===== src/eeprom_regs_defs.svh =====
// Offsets, bit positions and reset values of the EEPROM register interface
`ifndef EEPROM_REGS_DEFS_SVH
`define EEPROM_REGS_DEFS_SVH

// Sector 0, direct special function register addresses
`define EE_ADDR_OFS      8'h1a
`define EE_DATA_OFS      8'h1b
// Sector 1, indirect only
`define EE_CTRL_OFS      8'h40
`define EE_SECTOR_DIRECT 1'b0
`define EE_SECTOR_CTRL   1'b1

// Control register bit positions
`define EE_BIT_WRITE_ENABLE 3
`define EE_BIT_WR        2
`define EE_BIT_READ_ENABLE  1
`define EE_BIT_RD        0

// Reset values
`define EE_ADDR_RST      8'h00
`define EE_DATA_RST      8'h00
`define EE_CTRL_RST      4'h0

// Variant address width limits
`define EE_ADDR_W_MIN    5
`define EE_ADDR_W_MAX    8

`endif


===== src/eeprom_regs_pkg.sv =====
// Types shared by the EEPROM register interface
package eeprom_regs_pkg;

  typedef enum logic [1:0] {
    ST_IDLE,
    ST_WRITE,
    ST_READ
  } ee_state_t;

  typedef logic [7:0] ee_byte_t;

endpackage


===== src/eeprom_mem_if.sv =====
// Carrier between the register interface and the EEPROM cell array
`timescale 1ns/10ps
interface eeprom_mem_if;
  logic                       we;
  logic                       re;
  eeprom_regs_pkg::ee_byte_t  addr;
  eeprom_regs_pkg::ee_byte_t  wdata;
  eeprom_regs_pkg::ee_byte_t  rdata;

  modport ctrl  (output we, output re, output addr, output wdata, input rdata);
  modport store (input we, input re, input addr, input wdata, output rdata);
endinterface


===== src/eeprom_register_interface.sv =====
// EEPROM address, data and control registers on the special function register port
`timescale 1ns/10ps
`include "eeprom_regs_defs.svh"
module eeprom_register_interface #(
  parameter int ADDR_W = 8
) (
  input  wire logic       i_clk_sys,
  input  wire logic       i_reset,
  input  wire logic       i_sfr_sector,
  input  wire logic       i_sfr_indirect,
  input  wire logic [7:0] i_sfr_addr,
  input  wire logic       i_sfr_wr,
  input  wire logic       i_sfr_rd,
  input  wire logic [7:0] i_sfr_wdata,
  output logic      [7:0] o_sfr_rdata,
  output logic            o_ee_busy
);
  localparam int DEPTH = 1 << ADDR_W;

  // Refuse address widths that no variant has
  if (ADDR_W < `EE_ADDR_W_MIN || ADDR_W > `EE_ADDR_W_MAX) begin
    $error("eeprom_register_interface: ADDR_W must be 5 to 8");
  end

  ////////////////////////////////////////////////////////////////////////////////
  // Decode

  wire logic sel_addr = (i_sfr_sector == `EE_SECTOR_DIRECT)
                        && (i_sfr_addr == `EE_ADDR_OFS);
  wire logic sel_data = (i_sfr_sector == `EE_SECTOR_DIRECT)
                        && (i_sfr_addr == `EE_DATA_OFS);
  wire logic sel_ctrl = i_sfr_indirect && (i_sfr_sector == `EE_SECTOR_CTRL)
                        && (i_sfr_addr == `EE_CTRL_OFS);

  wire logic wr_addr  = i_sfr_wr && sel_addr;
  wire logic wr_data  = i_sfr_wr && sel_data;
  wire logic wr_ctrl  = i_sfr_wr && sel_ctrl;

  ////////////////////////////////////////////////////////////////////////////////
  // Registers

  logic [ADDR_W-1:0]         addr_q;
  eeprom_regs_pkg::ee_byte_t data_q;
  logic                      write_enable_q;
  logic                      wr_q;
  logic                      read_enable_q;
  logic                      rd_q;
  eeprom_regs_pkg::ee_state_t state_q;
  eeprom_regs_pkg::ee_state_t state_d;

  eeprom_mem_if mem ();

  wire logic start_wr = wr_q && write_enable_q && (state_q == eeprom_regs_pkg::ST_IDLE);
  wire logic start_rd = rd_q && read_enable_q && (state_q == eeprom_regs_pkg::ST_IDLE)
                        && !start_wr;
  wire logic done_wr  = state_q == eeprom_regs_pkg::ST_WRITE;
  wire logic done_rd  = state_q == eeprom_regs_pkg::ST_READ;

  always_ff @(posedge i_clk_sys) begin
    if (i_reset) begin
      addr_q <= ADDR_W'(`EE_ADDR_RST);
    end else if (wr_addr) begin
      addr_q <= i_sfr_wdata[ADDR_W-1:0];
    end
  end

  // A finished read loads the data register ahead of a software write
  always_ff @(posedge i_clk_sys) begin
    if (i_reset) begin
      data_q <= `EE_DATA_RST;
    end else if (done_rd) begin
      data_q <= mem.rdata;
    end else if (wr_data) begin
      data_q <= i_sfr_wdata;
    end
  end

  // Start bits only take effect while their enable is set and clear when done
  always_ff @(posedge i_clk_sys) begin
    if (i_reset) begin
      {write_enable_q, wr_q, read_enable_q, rd_q} <= `EE_CTRL_RST;
    end else begin
      if (wr_ctrl) begin
        write_enable_q <= i_sfr_wdata[`EE_BIT_WRITE_ENABLE];
        read_enable_q  <= i_sfr_wdata[`EE_BIT_READ_ENABLE];
      end
      if (wr_ctrl && i_sfr_wdata[`EE_BIT_WR]) begin
        wr_q <= 1'b1;
      end else if (done_wr || (wr_ctrl && !i_sfr_wdata[`EE_BIT_WR])) begin
        wr_q <= 1'b0;
      end
      if (wr_ctrl && i_sfr_wdata[`EE_BIT_RD]) begin
        rd_q <= 1'b1;
      end else if (done_rd || (wr_ctrl && !i_sfr_wdata[`EE_BIT_RD])) begin
        rd_q <= 1'b0;
      end
    end
  end

  ////////////////////////////////////////////////////////////////////////////////
  // Operation sequencer

  always_comb begin
    state_d = state_q;
    case (state_q)
      eeprom_regs_pkg::ST_IDLE: begin
        if (start_wr) begin
          state_d = eeprom_regs_pkg::ST_WRITE;
        end else if (start_rd) begin
          state_d = eeprom_regs_pkg::ST_READ;
        end
      end
      eeprom_regs_pkg::ST_WRITE: state_d = eeprom_regs_pkg::ST_IDLE;
      eeprom_regs_pkg::ST_READ:  state_d = eeprom_regs_pkg::ST_IDLE;
      default:                   state_d = eeprom_regs_pkg::ST_IDLE;
    endcase
  end

  always_ff @(posedge i_clk_sys) begin
    if (i_reset) begin
      state_q <= eeprom_regs_pkg::ST_IDLE;
    end else begin
      state_q <= state_d;
    end
  end

  assign mem.we    = start_wr;
  assign mem.re    = start_rd;
  assign mem.addr  = 8'(addr_q);
  assign mem.wdata = data_q;

  eeprom_cell_array #(
    .DEPTH (DEPTH)
  ) u_cells (
    .i_clk_sys (i_clk_sys),
    .i_reset   (i_reset),
    .mem       (mem)
  );

  ////////////////////////////////////////////////////////////////////////////////
  // Read-back

  wire logic [7:0] ctrl_view = {4'h0, write_enable_q, wr_q, read_enable_q, rd_q};
  wire logic [7:0] rd_mux    = sel_addr ? 8'(addr_q) :
                               sel_data ? data_q :
                               sel_ctrl ? ctrl_view : 8'h00;

  always_ff @(posedge i_clk_sys) begin
    if (i_reset) begin
      o_sfr_rdata <= 8'h00;
      o_ee_busy   <= 1'b0;
    end else begin
      o_sfr_rdata <= i_sfr_rd ? rd_mux : 8'h00;
      o_ee_busy   <= (state_d != eeprom_regs_pkg::ST_IDLE);
    end
  end
endmodule


===== src/eeprom_cell_array.sv =====
// Byte-wide EEPROM cell array, one byte per operation
`timescale 1ns/10ps
module eeprom_cell_array #(
  parameter int DEPTH = 256
) (
  input  wire logic   i_clk_sys,
  input  wire logic   i_reset,
  eeprom_mem_if.store mem
);
  localparam int AW = $clog2(DEPTH);

  // Refuse depths that are not one of the four array sizes
  if (DEPTH < 32 || DEPTH > 256 || (1 << AW) != DEPTH) begin
    $error("eeprom_cell_array: DEPTH must be 32, 64, 128 or 256");
  end

  eeprom_regs_pkg::ee_byte_t cells [DEPTH];
  wire logic [AW-1:0]        cell_idx = mem.addr[AW-1:0];

  // Cells hold their content through reset
  always_ff @(posedge i_clk_sys) begin
    if (mem.we) begin
      cells[cell_idx] <= mem.wdata;
    end
  end

  always_ff @(posedge i_clk_sys) begin
    if (i_reset) begin
      mem.rdata <= 8'h00;
    end else if (mem.re) begin
      mem.rdata <= cells[cell_idx];
    end
  end
endmodule


===== config.mk =====
export PLATFORM = sky130hd
export DESIGN_NAME = eeprom_register_interface
export DESIGN_NICKNAME = d
export VERILOG_FILES = /design/src/eeprom_regs_pkg.sv /design/src/eeprom_mem_if.sv /design/src/eeprom_register_interface.sv /design/src/eeprom_cell_array.sv
export VERILOG_INCLUDE_DIRS = /design/src
export SDC_FILE = /design/constraint.sdc
export NUM_CORES = 2
export LEC_CHECK = 0
export BUFFER_PORTS_ARGS = -buffer_cell sky130_fd_sc_hd__clkbuf_2
export CORE_MARGIN = 2
export CORE_UTILIZATION = 30
export CTS_BUF_LIST = sky130_fd_sc_hd__clkbuf_8 sky130_fd_sc_hd__clkbuf_16
export DETAILED_ROUTE_END_ITERATION = 8
export HOLD_SLACK_MARGIN = 0.05
export PLACE_DENSITY = 0.42
export SLEW_MARGIN = 20
export SYNTH_ARGS = -nofsm -noshare
export SYNTH_HDL_FRONTEND = slang
export SYNTH_SLANG_ARGS = --single-unit

===== constraint.sdc =====
create_clock -name i_clk_sys -period 5.9 [get_ports i_clk_sys]
set_clock_uncertainty 0.05 [all_clocks]
set_input_delay 1.18 -clock i_clk_sys [delete_from_list [all_inputs] [get_ports i_clk_sys]]
set_output_delay 1.18 -clock i_clk_sys [all_outputs]
set_load 0.02 [all_outputs]

Yosys cells after proc, flatten, opt, wreduce, memory -nomap -nowiden

Memories as Yosys holds them, arrays and structs flattened. A register that Yosys moved wholly into a read port is not among the register bits.
Cells that the tools add are included.

Register bits after elaboration: 31
Latch bits: 0
Bits in writable memories: 2,048
ROM bits: 0
Output and inout bits: 9
Word-level logic and storage cells: 58
Memories: 1

Memories:

| memory        | words | width | rd ports | clocked after memory_dff | wr ports | line                    | RTL |
|---|---|---|---|---|---|---|---|
| u_cells.cells | 256   | 8     | 1        | 1                        | 1        | eeprom_cell_array.sv:17 | `eeprom_regs_pkg::ee_byte_t cells [DEPTH];` |

$add $sub $neg: 0
$mul: 0
Div/mod/pow operators: 0
Order comparisons: 0
Equal/unequal tests: 5
Shift-type cells: 0
Mux-type cells: 14
Bitwise gates (word level): 2
Reductions and logical operators: 27

Operators by type and width:

| cell                 | count |
|---|---|
| $mux W8              | 4 |
| $eq A8 B5 Y1 const B | 2 |
| $logic_and A1 B1 Y1  | 16 |
| $eq A8 B7 Y1 const B | 1 |
| $reduce_bool A2 Y1   | 4 |
| $mux W1              | 6 |
| $mux W2              | 3 |
| $mux W4              | 1 |
| $logic_not A1 Y1     | 3 |
| $eq A2 B1 Y1 const B | 1 |
| $eq A2 B2 Y1 const B | 1 |
| $logic_not A2 Y1     | 1 |
| $logic_or A1 B1 Y1   | 2 |
| $not A1 Y1           | 2 |
| $reduce_or A2 Y1     | 1 |

Longest topological paths before layout

Word-level depth: 8
Mapped depth: 12
Gate-level depth less buffers: 7

Cells and area by module

Synthesis repeated with hierarchy kept, for this count alone.

Cell total of the unflattened synthesis: 3,980
Area, all modules: 81,702.1 µm²

By module, submodules not included:

| module                    | times used | cells an instance | area an instance (µm²) | sequential area each (µm²) |
|---|---|---|---|---|
| eeprom_cell_array         | 1          | 3,813             | 80,143.1               | 61,659.1 |
| eeprom_register_interface | 1          | 167               | 1,559.0                | 620.6 |

Least setup slack after synthesis

OpenSTA, ideal clock, no wires.

Path kind: flip-flop to flip-flop
From: reg data_q[4]
To: mem u_cells.cells[0][4] (netlist bit) (data pin)
Setup time: 859 ps
Arrival: 3,414 ps
Required time: 4,991 ps
Path slack: 1,577 ps
Cell stages (with the launch flop): 1
Path buffers: 0
Period minus slack after synthesis: 4,323 ps
Cell sequence: dfxtp_1

RTL lines:

| item                   | line                            | RTL |
|---|---|---|
| from (decl)            | eeprom_register_interface.sv:43 | `eeprom_regs_pkg::ee_byte_t data_q;` |
| from (signal assigned) | eeprom_register_interface.sv:70 | `` data_q <= `EE_DATA_RST; `` |
| from (signal assigned) | eeprom_register_interface.sv:72 | `data_q <= mem.rdata;` |
| from (signal assigned) | eeprom_register_interface.sv:74 | `data_q <= i_sfr_wdata;` |
| to (decl)              | eeprom_cell_array.sv:17         |  |

No word-level cell before the write port.

==> flow_summary.toml <==
[synth]
synth_edf_count = 2048
yosysTopAreaCellShare = 0.7599
yosysMostFrequentCell = "edfxtp_1"
synth_area_mm2 = 0.08093
yosysTopAreaCell = "edfxtp_1"
ys_ff_latch = 2087
synth.distinct_cells = 66
ys.flop_type = "edfxtp_1"
synthCells = 3841
syn_nets = 3863
ys_seq_area_frac = 0.7696
async_reset_ff_frac = 0
syn_area_per_cell_um2 = 21.07
ys_top_cells_by_count = "2,048 x edfxtp_1, 485 x mux4_2, 285 x nor2_1"
synth_area_leaders = "edfxtp_1 76%, mux4_2 13%, mux2i_1 1.4%"
yosysWarnings = 0

[worst_hold_path]
holdPathEnd = "read_enable_q"
whs_path_depth = 2
min-delay-start = "read_enable_q"
worstHoldPathType = "flop to flop"

[global_routing]
first_global_vias = 40800
grt_max_degree = 179
grt_antenna_before_repair = 13
grt.total_usage = 0.1783
gr-total-overflow = 0
grt_pass1_wl_um = 341200

[power]
leakage_nw = 24.75
finalPower_mw = 29.82
power_density_mw_per_mm2 = 320.0
vdd_ir_drop_max_v = 0.0003045

[floorplanning]
die_w_um = 523.4
core_area_mm2 = 0.2682
rows = 190
die_h_um = 523.4
pin_count = 31
start_util = 0.3018
fp.dieArea_mm2 = 0.2739

[final_layout]
nets = 4054
num-fill-cells = 25110
final_util = 0.3475
multiInputGateArea_mm2 = 0.01745
drive_gt1_frac = 0.2543
seqCellArea_mm2 = 0.06233
finalInstanceArea_mm2 = 0.09320
syn_to_final_growth_pct = 15.16
final_cells = 7783

[outcome]
status = "completed"

[clock_network]
clk_pin_slew_ps = 60
numCtsBuffers = 221
hold_buffers = 0
clockBufferDepth = 3
post_cts_resized = 0
clk_latency_ps = 870
clockRootBuffer = "clkbuf_16"
cts_htree_levels = 4
cts_tree = "built"
cts_setup_buffers = 0
clock_sink_count = 2087

[detailed_routing]
num_vias = 39980
dr_wl_met3_um = 13330
wl_per_cell_um = 31.59
met2_length_um = 118800
dr.pass1.iters = 6
finalWirelength_um = 245800
top_layer = "met5"
viasPerCell = 5.137
met1_length_um = 108300
drt-initial-drc-count = 4102
route.detailed.drc = 0
detail-route-antenna-nets = 0

[placed_design]
dpl.hpwl_um = 148400
globalplace.congestion = 0.7806
place_ws_ps = 1375
portBuffers = 30
dpl_cell_area_mm2 = 0.08594
dp.cells = 7360

[worst_setup_path]
cp_max_fo = 31
crit_required_ps = 6610
rr_worst_depth = 8
path_common_cell = "buf_4"
r2r_slack_ps = 1460
timing.rr.start = "addr_q[3]"
slowest_stage = "dfxtp_4"
cp-start-kind = "flop"
arrival_ps = 5150
critical_path_class = "flop to flop"
r2r_end = "u_cells.mem.rdata[1]"
cp-end-kind = "flop"
worstPathCellList = "buf_4, and2_2, buf_4, a22oi_1, a211o_1, a221oi_1, nand3_1, a311oi_1"
cpPeakStageDelay_ps = 790

[sta]
setup_slack_ps = 1457
period_share = 0.7530
maxSlewHeadroom = 0.2287
setup-tns-final_ps = 0
grt_setup_unrepaired = "no"
hold_slack_ps = 445.8
fin_crit_ps = 4443
max_freq_mhz = 225.1
tightest_slew_ps = 1156
maxSlewViolCount = 0
setup_viol = 0
hold_viol = 0

[run]
maxCapViolCount = 0
## cell type report
class                      instances  share of cell area
clock inverter                   185             0.01576
multi-input combinational       1512              0.1872
timing repair buffer             205             0.01865
tap                             3552             0.04769
inverter                           5           0.0002014
antenna                            4           0.0001074
sequential                      2087              0.6688
clock buffer                     233             0.06160
## how the worst max path moves through the flow
stage	startpoint	endpoint	slack [ps]	depth (start not counted)
CTS	addr_q[3]	u_cells.mem.rdata[1]	1390	8
finish	addr_q[3]	u_cells.mem.rdata[1]	1460	8
detailed placement	addr_q[3]	u_cells.mem.rdata[1]	1380	8
floorplan	data_q[4]	u_cells.cells[0][4]	1580	0
global placement	addr_q[3]	u_cells.mem.rdata[1]	1440	8
global route	addr_q[3]	u_cells.mem.rdata[1]	1330	8
## power by group
| part | switching [mW] | internal, mW | total, mW |
|---|---|---|---|
| Clock | 5.95 | 7.80 | 13.7 |
| Combinational | 0.0358 | 0.0133 | 0.0491 |
| Sequential | 0.00225 | 16.0 | 16.0 |
| Total | 5.98 | 23.8 | 29.8 |
## worst max-delay path, delay by kind of cell (launching register included)
| family | cells | cell delay (ps) |
|---|---|---|
| buffers and inverters | 2 | 900 |
| flip-flops | 1 | 790 |
| AND/OR/NAND/NOR | 2 | 1160 |
| AO/OA/AOI/OAI | 4 | 1370 |
## routing by layer
layer | vias to the layer above | global-route usage
li1 | 16530 | -
met1 | 21910 | 0.2494
met2 | 1253 | 0.2886
met3 | 287 | 0.03079
met4 | 2 | 0.04379
met5 | - | 0
## sequential cells by signal (all words and copies together) (netlist names)
name / count
addr_q: 8
data_q: 8
o_ee_busy: 1
o_sfr_rdata: 8
rd_q: 1
read_enable_q: 1
state_q: 2
u_cells.cells: 2048
u_cells.mem.rdata: 8
wr_q: 1
write_enable_q: 1
## logic make-up (layout without fill, tap and decap cells)
logic type,Yosys count,in the layout,share of synthesized area
flops,2087,2087,0.7696
mux,616,616,0.1535
simple gates,565,565,0.03058
compound gates,331,331,0.02947
buf+inv,242,628,0.01690
other cells,0,4,0
## cell usage in the layout (no fill, tap or decap), types with 20 or more instances in the layout
cell type	instances
edfxtp_1	2048
mux4_2	485
nor2_1	277
clkbuf_16	225
buf_4	153
mux2i_1	114
nand2_1	105
a22oi_1	94
clkinv_1	63
nand3_1	44
clkinv_2	44
inv_1	43
a21oi_1	39
o22ai_1	38
nor3_1	33
clkbuf_2	30
o21ai_0	26
dfxtp_1	24
a211oi_1	22
a221oi_1	21
buf_12	20
No activity file was read; power rests on OpenSTA's default activity.
